--- config.mk ---
export PLATFORM = sky130hd
export DESIGN_NAME = wdtlc_top
export DESIGN_NICKNAME = d
export VERILOG_FILES = /design/src/verilog/wdtlc_pkg.sv /design/src/verilog/wdtlc_lf_tick.sv /design/src/verilog/wdtlc_top.sv
export SDC_FILE = /design/constraint.sdc
export NUM_CORES = 1
export LEC_CHECK = 0
export BUFFER_PORTS_ARGS = -buffer_cell sky130_fd_sc_hd__buf_2
export CORE_MARGIN = 2
export CORE_UTILIZATION = 52
export CTS_BUF_LIST = sky130_fd_sc_hd__clkbuf_2 sky130_fd_sc_hd__clkbuf_4 sky130_fd_sc_hd__clkbuf_8
export DETAILED_ROUTE_END_ITERATION = 8
export PLACE_DENSITY = 0.83
export SETUP_SLACK_MARGIN = 0.4
export SLEW_MARGIN = 25
export SYNTH_ARGS = -nofsm -noshare
export SYNTH_HDL_FRONTEND = slang
export SYNTH_SLANG_ARGS = --single-unit
--- constraint.sdc ---
create_clock -name ref_clk -period 2.7 [get_ports ref_clk]
set_input_delay 0.135 -clock ref_clk [delete_from_list [all_inputs] [get_ports ref_clk]]
set_output_delay 0.135 -clock ref_clk [all_outputs]
set_load 0.05 [all_outputs]
--- src/verilog/wdtlc_pkg.sv ---
// watchdog timer with locked control: shared constants, types and layouts
// assumes a 25 MHz reference clock and an 8-bit APB byte address space
package wdtlc_pkg;

  // ----------------------------------------------------------------
  // clocking
  // ----------------------------------------------------------------
  localparam int unsigned REF_CLK_HZ = 25000000;
  localparam int unsigned REF_CLK_PERIOD_NS = 40;
  localparam int unsigned LF_CLK_HZ = 32768;
  localparam int unsigned ACC_W = 26;

  // ----------------------------------------------------------------
  // register map (byte addresses)
  // ----------------------------------------------------------------
  localparam int unsigned ADDR_W = 8;
  localparam logic [7:0] ADDR_CTRL = 8'hC0;
  localparam logic [7:0] ADDR_INT_STATUS = 8'hC4;
  localparam logic [7:0] ADDR_INT_MASK = 8'hC8;
  localparam logic [7:0] CTRL_RESET = 8'h10;

  // ----------------------------------------------------------------
  // interrupt status and mask bits
  // ----------------------------------------------------------------
  localparam int unsigned INT_W = 2;
  localparam int unsigned INT_TIMEOUT_BIT = 0;
  localparam int unsigned INT_REJECT_BIT = 1;
  localparam logic [1:0] INT_RESET = 2'h0;

  // ----------------------------------------------------------------
  // timeout selection
  // ----------------------------------------------------------------
  localparam logic [3:0] PRESCALE_IMMEDIATE = 4'h8;
  localparam logic [3:0] PRESCALE_MAX_TIMED = 4'h7;
  localparam logic [16:0] TIMEOUT_BASE_TICKS = 17'h00200;
  localparam int unsigned CNT_W = 16;

  // ----------------------------------------------------------------
  // types
  // ----------------------------------------------------------------
  // control register layout, bit 7 down to bit 0
  typedef struct packed {
    logic [3:0] prescale;
    logic action_irq;
    logic flag;
    logic enable;
    logic unlock;
  } wdtlc_ctrl_t;

  typedef enum logic [1:0] {
    ST_OFF = 2'b00,
    ST_COUNT = 2'b01,
    ST_FIRE = 2'b11
  } wdtlc_state_t;

  typedef struct packed {
    logic psel;
    logic penable;
    logic pwrite;
    logic [7:0] paddr;
    logic [31:0] pwdata;
  } wdtlc_apb_req_t;

  typedef struct packed {
    logic pready;
    logic pslverr;
    logic [31:0] prdata;
  } wdtlc_apb_rsp_t;

endpackage

--- src/verilog/wdtlc_lf_tick.sv ---
// watchdog timer: low-frequency timebase tick generator
// assumes ref_clk faster than twice TICK_HZ; tick is one ref_clk cycle wide
`timescale 1ns/10ps
module wdtlc_lf_tick
#(
  parameter int unsigned TICK_HZ = wdtlc_pkg::LF_CLK_HZ
)
(
  // clock and reset
  input wire logic ref_clk,
  input wire logic reset,
  // timebase
  output logic tick
);

  // ----------------------------------------------------------------
  // fractional accumulator
  // ----------------------------------------------------------------
  localparam logic [25:0] STEP = 26'(TICK_HZ);
  localparam logic [25:0] WRAP = 26'(wdtlc_pkg::REF_CLK_HZ);

  typedef struct packed {
    logic [25:0] acc;
    logic tick;
  } wdtlc_tick_state_t;

  wdtlc_tick_state_t st_ff;
  wdtlc_tick_state_t nxt_st;
  logic [25:0] sum;

  always_comb
  begin
    nxt_st = st_ff;
    sum = st_ff.acc + STEP;
    nxt_st.tick = 1'b0;
    if (sum >= WRAP)
    begin
      nxt_st.acc = sum - WRAP;
      nxt_st.tick = 1'b1;
    end
    else
    begin
      nxt_st.acc = sum;
    end
  end

  always_ff @(posedge ref_clk or posedge reset)
  begin
    if (reset)
    begin
      st_ff <= '0;
    end
    else
    begin
      st_ff <= nxt_st;
    end
  end

  assign tick = st_ff.tick;

endmodule

--- src/verilog/wdtlc_top.sv ---
// watchdog timer with locked control register, APB slave
// assumes synchronous APB inputs on ref_clk; reset is power-on only
//
// Function
// [RULE1] clearing enable stops supervision; no reset, no interrupt follows.
// [RULE2] while enabled, a missed refresh before timeout produces a timeout event.
// [RULE3] timeout is counted by a 16-bit counter on the 32.768 kHz tick.
// [RULE4] prescale 0..7 gives 2^N x 512 ticks; 8 resets at once; above reserved.
// [RULE5] control writes are taken only after an unlock step, every time.
// [RULE6] a timeout sets the status flag; a watchdog reset keeps it.
// [RULE7] a timeout gives system reset or interrupt by the action select bit.
// [RULE8] enable clears on a written zero and on a watchdog reset.
// [RULE9] the unlock must be the access right before the control write.
// [RULE10] each refresh restarts the counter from zero.
//
// The APB register port was left to the implementer.
`timescale 1ns/10ps
module wdtlc_top
#(
  parameter int unsigned LF_TICK_HZ = wdtlc_pkg::LF_CLK_HZ
)
(
  // clock and reset
  input wire logic ref_clk,
  input wire logic reset,
  // apb slave
  input wire wdtlc_pkg::wdtlc_apb_req_t apb_req,
  output wdtlc_pkg::wdtlc_apb_rsp_t apb_rsp,
  // system outputs
  output logic sys_reset_req,
  output logic irq
);

  // ----------------------------------------------------------------
  // state
  // ----------------------------------------------------------------
  typedef struct packed {
    wdtlc_pkg::wdtlc_apb_rsp_t rsp;
    wdtlc_pkg::wdtlc_ctrl_t ctrl;
    logic [1:0] int_status;
    logic [1:0] int_mask;
    wdtlc_pkg::wdtlc_state_t state;
    logic [15:0] cnt;
    logic fire_reset;
    logic sys_reset;
    logic irq;
  } wdtlc_top_state_t;

  wdtlc_top_state_t st_ff;
  wdtlc_top_state_t nxt_st;

  logic lf_tick;

  // ----------------------------------------------------------------
  // timebase
  // ----------------------------------------------------------------
  wdtlc_lf_tick
  #(
    .TICK_HZ(LF_TICK_HZ)
  )
  u_lf_tick
  (
    .ref_clk(ref_clk),
    .reset(reset),
    .tick(lf_tick)
  );

  // ----------------------------------------------------------------
  // timeout limit
  // ----------------------------------------------------------------
  function automatic logic [15:0] limit_of(input logic [2:0] code);
    logic [16:0] ticks;
    ticks = wdtlc_pkg::TIMEOUT_BASE_TICKS << code;
    return 16'(ticks - 17'h00001);
  endfunction

  // ----------------------------------------------------------------
  // next state
  // ----------------------------------------------------------------
  logic access;
  logic commit;
  logic is_ctrl;
  logic is_status;
  logic is_mask;
  logic refresh;
  logic reject_evt;
  logic timeout_evt;
  logic [1:0] set_bits;
  logic [1:0] clr_bits;
  wdtlc_pkg::wdtlc_ctrl_t wr_ctrl;

  always_comb
  begin
    nxt_st = st_ff;
    access = apb_req.psel & apb_req.penable;
    commit = access & st_ff.rsp.pready;
    is_ctrl = (apb_req.paddr == wdtlc_pkg::ADDR_CTRL);
    is_status = (apb_req.paddr == wdtlc_pkg::ADDR_INT_STATUS);
    is_mask = (apb_req.paddr == wdtlc_pkg::ADDR_INT_MASK);
    wr_ctrl = wdtlc_pkg::wdtlc_ctrl_t'(apb_req.pwdata[7:0]);
    refresh = 1'b0;
    reject_evt = 1'b0;
    timeout_evt = 1'b0;
    set_bits = 2'h0;
    clr_bits = 2'h0;
    nxt_st.sys_reset = 1'b0;

    // apb response: one wait state, answer registered
    nxt_st.rsp.pready = access & ~st_ff.rsp.pready;
    if (access & ~st_ff.rsp.pready)
    begin
      nxt_st.rsp.prdata = 32'h00000000;
      nxt_st.rsp.pslverr = 1'b0;
      if (is_ctrl)
      begin
        nxt_st.rsp.prdata[7:0] = st_ff.ctrl;
      end
      else if (is_status)
      begin
        nxt_st.rsp.prdata[1:0] = st_ff.int_status;
      end
      else if (is_mask)
      begin
        nxt_st.rsp.prdata[1:0] = st_ff.int_mask;
      end
      else
      begin
        nxt_st.rsp.pslverr = 1'b1;
      end
    end
    else if (commit)
    begin
      nxt_st.rsp.pslverr = 1'b0;
    end

    // register writes take effect at the completing edge
    if (commit)
    begin
      if (apb_req.pwrite & is_ctrl)
      begin
        if (st_ff.ctrl.unlock)
        begin
          nxt_st.ctrl.prescale = wr_ctrl.prescale; // [RULE5]
          nxt_st.ctrl.action_irq = wr_ctrl.action_irq;
          nxt_st.ctrl.enable = wr_ctrl.enable; // [RULE8]
          nxt_st.ctrl.flag = st_ff.ctrl.flag & wr_ctrl.flag;
          nxt_st.ctrl.unlock = 1'b0; // [RULE5]
          refresh = wr_ctrl.enable; // [RULE10]
        end
        else if (wr_ctrl.unlock)
        begin
          nxt_st.ctrl.unlock = 1'b1; // [RULE9]
        end
        else
        begin
          reject_evt = 1'b1; // [RULE5]
        end
      end
      else
      begin
        // any other access between unlock and write drops the unlock
        nxt_st.ctrl.unlock = 1'b0; // [RULE9]
        if (apb_req.pwrite & is_status)
        begin
          clr_bits = apb_req.pwdata[1:0];
        end
        if (apb_req.pwrite & is_mask)
        begin
          nxt_st.int_mask = apb_req.pwdata[1:0];
        end
      end
    end

    // supervision
    case (st_ff.state)
      wdtlc_pkg::ST_OFF:
      begin
        nxt_st.cnt = 16'h0000;
        if (nxt_st.ctrl.enable)
        begin
          nxt_st.state = wdtlc_pkg::ST_COUNT;
        end
      end
      wdtlc_pkg::ST_COUNT:
      begin
        if (~nxt_st.ctrl.enable)
        begin
          nxt_st.cnt = 16'h0000; // [RULE1]
          nxt_st.state = wdtlc_pkg::ST_OFF; // [RULE1]
        end
        else if (st_ff.ctrl.prescale == wdtlc_pkg::PRESCALE_IMMEDIATE)
        begin
          nxt_st.fire_reset = 1'b1; // [RULE4]
          nxt_st.state = wdtlc_pkg::ST_FIRE;
        end
        else if (refresh)
        begin
          nxt_st.cnt = 16'h0000; // [RULE10]
        end
        else if ((st_ff.ctrl.prescale <= wdtlc_pkg::PRESCALE_MAX_TIMED) & lf_tick)
        begin
          if (st_ff.cnt == limit_of(st_ff.ctrl.prescale[2:0])) // [RULE4]
          begin
            nxt_st.fire_reset = ~st_ff.ctrl.action_irq; // [RULE7]
            nxt_st.state = wdtlc_pkg::ST_FIRE; // [RULE2]
          end
          else
          begin
            nxt_st.cnt = st_ff.cnt + 16'h0001; // [RULE3]
          end
        end
      end
      wdtlc_pkg::ST_FIRE:
      begin
        nxt_st.cnt = 16'h0000;
        nxt_st.fire_reset = 1'b0;
        if (~nxt_st.ctrl.enable)
        begin
          nxt_st.state = wdtlc_pkg::ST_OFF; // [RULE1]
        end
        else if (st_ff.fire_reset)
        begin
          timeout_evt = 1'b1;
          nxt_st.sys_reset = 1'b1; // [RULE7]
          nxt_st.ctrl.enable = 1'b0; // [RULE8]
          nxt_st.state = wdtlc_pkg::ST_OFF;
        end
        else
        begin
          timeout_evt = 1'b1;
          set_bits[wdtlc_pkg::INT_TIMEOUT_BIT] = 1'b1; // [RULE7]
          nxt_st.state = wdtlc_pkg::ST_COUNT;
        end
      end
      default:
      begin
        nxt_st.cnt = 16'h0000;
        nxt_st.fire_reset = 1'b0;
        nxt_st.state = wdtlc_pkg::ST_OFF;
      end
    endcase

    // flag set wins over a written zero
    if (timeout_evt)
    begin
      nxt_st.ctrl.flag = 1'b1; // [RULE6]
    end

    // sticky interrupt status, set wins over clear
    set_bits[wdtlc_pkg::INT_REJECT_BIT] = reject_evt;
    nxt_st.int_status = (st_ff.int_status & ~clr_bits) | set_bits;
    nxt_st.irq = |(nxt_st.int_status & nxt_st.int_mask);
  end

  // ----------------------------------------------------------------
  // registers
  // ----------------------------------------------------------------
  always_ff @(posedge ref_clk or posedge reset)
  begin
    if (reset)
    begin
      st_ff.rsp <= '0;
      st_ff.ctrl <= wdtlc_pkg::wdtlc_ctrl_t'(wdtlc_pkg::CTRL_RESET);
      st_ff.int_status <= wdtlc_pkg::INT_RESET;
      st_ff.int_mask <= wdtlc_pkg::INT_RESET;
      st_ff.state <= wdtlc_pkg::ST_OFF;
      st_ff.cnt <= 16'h0000;
      st_ff.fire_reset <= 1'b0;
      st_ff.sys_reset <= 1'b0;
      st_ff.irq <= 1'b0;
    end
    else
    begin
      st_ff <= nxt_st;
    end
  end

  // ----------------------------------------------------------------
  // outputs
  // ----------------------------------------------------------------
  assign apb_rsp = st_ff.rsp;
  assign sys_reset_req = st_ff.sys_reset;
  assign irq = st_ff.irq;

endmodule

==> impl_results.md <==
- Status: complete, but fails checks
- Failing checks: negative hold slack
- Setup_tns: 0 ps
- #FFs+latches synth: 64
- Worst path buffer plus inverter count: 3
- Final setup fails: 0
- Share of cells above drive strength 1: 33.7%
- CP Capture Type: register
- Final HPWL DP: 6030 um
- CP required: 2990 ps
- Routed WL per cell: 16.7 um
- Clk pin slew, worst setup/hold paths: 80 ps
- Slew margin rel.: 42.1%
- Inserted Clock Buffers: 9
- DIE AREA: 8350 um^2
- EDFF count, synth: 0
- Max FO, Critical Path: 3
- Primary FF master, synth: dfrtp_1
- Layout area overhead: 25.6%
- YS warnings: 0
- Most frequent cells in the layout: dfrtp_1 (59), buf_4 (34), buf_2 (33)
- Antenna fix cells: 0
- Most common cell after layout, fill and taps aside: dfrtp_1
- PwrDens: 401 nW/um^2
- Peak VDD IR: 237 uV
- Nets: 537
- IO Pins: 81
- Final wirelength: 9820 um
- Post-Synthesis Cells: 425
- Asr flop ratio synth: 100%
- Initial antenna violation count: 0
- H-tree depth: 3
- Multi-input logic area: 2410 um^2
- Cell class contributing the biggest share of worst-path delay: simple AND/OR/NAND/NOR gates
- Clock Latency Late Sink: 350 ps
- Total clock sinks: 64
- Register area share after synthesis: 40.4%
- Port bufs: 32
- Row count: 31
- Minimum clock period: 2590 ps
- Die width: 91.4 um
- Slew Viols, Final: 0
- Startpoint type of the worst setup path: register
- Total gr overflow: 0
- Post-synthesis cell type count: 65
- Final Cycle Share: 95.9%
- Area after DPL: 4210 um^2
- Final hold violations: 38
- Fmax: 386 MHz
- Routed vias/inst: 5.80
- Initial DRC count: 243
- CTS tree: built
- Filler Cell Count: 516
- Max Cap Viol: 0
- P_leak: 0.00215 uW
- Crit-path max cell delay: 460 ps
- DR vias: 3410
- Largest net degree at the start of global routing: 42
- Crit path max-delay cell type: dfrtp_2
- Total GRT Usage: 22.4%
- Initial Utilization: 54.2%
- Max Root-Sink Buffers: 2
- Worst path arrival time: 2880 ps
- Mean area per synthesized cell: 9.34 um^2
- Final hold slack: -31.6 ps
- Clk_skew: 11.5 ps
- Vias in the first global route: 3294
- Core box area: 7330 um^2
- RePlAce Congestion: 0.863
- RSZ-0062 raised after global routing: true
- Post-CTS Hold Fix Bufs: 0
- Die height: 91.4 um
- Drc violations: 0
- First-pass GRT wire length: 15200 um
- Hold Crit Class: primary input to async pin
- Crit-path cells: nor3_4, inv_2, ha_4, nor2b_4, nor4b_1, o211ai_1, nand3_2, a21oi_2, buf_6, buf_4, a311oi_1, a41o_1
- Setup CP Type: register to register
- Antenna Nets Post-Route: 0
- Root Buffer: clkbuf_8
- Slew at the pin closest to its max-slew limit: 868 ps
- Final Cell Area: 4990 um^2
- Syn Std Cell Area: 3970 um^2
- Register area: 1610 um^2
- First drt pass iteration count: 5
==> cell usage after synthesis (9+ instances only) <==
master | count | area (um^2)
clkbuf_1 | 10 | 37.5
o21ai_0 | 9 | 45.0
xnor2_1 | 31 | 272
dfrtp_1 | 63 | 1580
nand2_1 | 31 | 116
nor2_1 | 30 | 113
inv_1 | 21 | 78.8
a22o_1 | 9 | 78.8
nand3_1 | 19 | 95.1
a21oi_1 | 14 | 70.1
buf_4 | 34 | 255
and3_1 | 12 | 75.1
==> power by group <==
group	total [uW]	internal (uW)	switching [uW]
sequential	963	961	1.80
combinational	141	20.1	121
clock	897	511	386
==> worst paths after layout <==
path | start | endpoint | slack, ps | depth (start not counted)
min in group ref_clk | apb_req[5] | st_ff[30] | 10 | 2
hold / removal | reset | st_ff[14] | -30 | 2
hold reg to reg | u_lf_tick.st_ff[15] | u_lf_tick.st_ff[15] | 470 | 1
setup / recovery | st_ff[30] | st_ff[14] | 110 | 12
max in group asynchronous | reset | u_lf_tick.st_ff[17] | 2030 | 3
setup reg to reg | st_ff[30] | st_ff[14] | 110 | 12
==> through the flow <==
stage	worst slack [ps]	total power (uW)	utilization, %	hold slack (ps)	instances
global route	13.5	2070	68.0	13.1	588
global placement	197	1120	57.5	362	543
CTS	143	2010	63.9	3.47	575
floorplan	228	1130	-	265	448
detailed placement	124	1120	57.5	373	543
finish	112	2000	68.0	-31.6	588
==> cell type report <==
| cell class | instances | share of cell area [%] |
|---|---|---|
| clock inverter | 6 | 1.71 |
| inverter | 22 | 1.66 |
| clock buffer | 9 | 2.48 |
| multi-input combinational | 309 | 48.2 |
| sequential | 64 | 32.2 |
| tap | 99 | 2.48 |
| timing repair buffer | 79 | 11.2 |
==> worst register-to-register path: stages (launching register included) <==
cell and delay [ps]:
dfrtp_2 460, nor3_4 200, inv_2 80, ha_4 190, nor2b_4 140, nor4b_1 300, o211ai_1 170, nand3_2 170
a21oi_2 90, buf_6 160, buf_4 130, a311oi_1 290, a41o_1 140
==> state kept, by name, summed over array words and instances (netlist names) <==
signal           count
u_lf_tick.tick       1
sys_reset_req        1
st_ff               31
irq                  1
apb_rsp             10
u_lf_tick.st_ff     20
==> cell families after synthesis <==
kind of cell,count (synthesis),synth area share [%]
AOI/OAI and AO/OA,86,16.0
xor gates and xnor gates,37,8.16
and+or+nand+nor,145,19.7
muxes,10,2.71
other,1,0.0944
buffers and inverters,75,10.8
DFF,64,40.4
adders and majority gates,7,2.21
==> repair_timing <==
action	CTS	global route
setup buffers	17	12
resized for setup	33	37
endpoints found under the setup margin	37	36
cloned	0	1
pin swaps	29	27
endpoints found under the hold margin	0	0
==> routing by layer <==
| metal | wire length [um] | up-vias | track usage, % |
|---|---|---|---|
| met1 | 3960 | 1681 | 27.2 |
| met2 | 5170 | 124 | 39.2 |
| met3 | 482 | 32 | 4.65 |
| li1 | - | 1573 | - |
| met5 | 0 | - | 0 |
| met4 | 205 | 0 | 8.33 |
No activity file was read; power rests on OpenSTA's default activity.
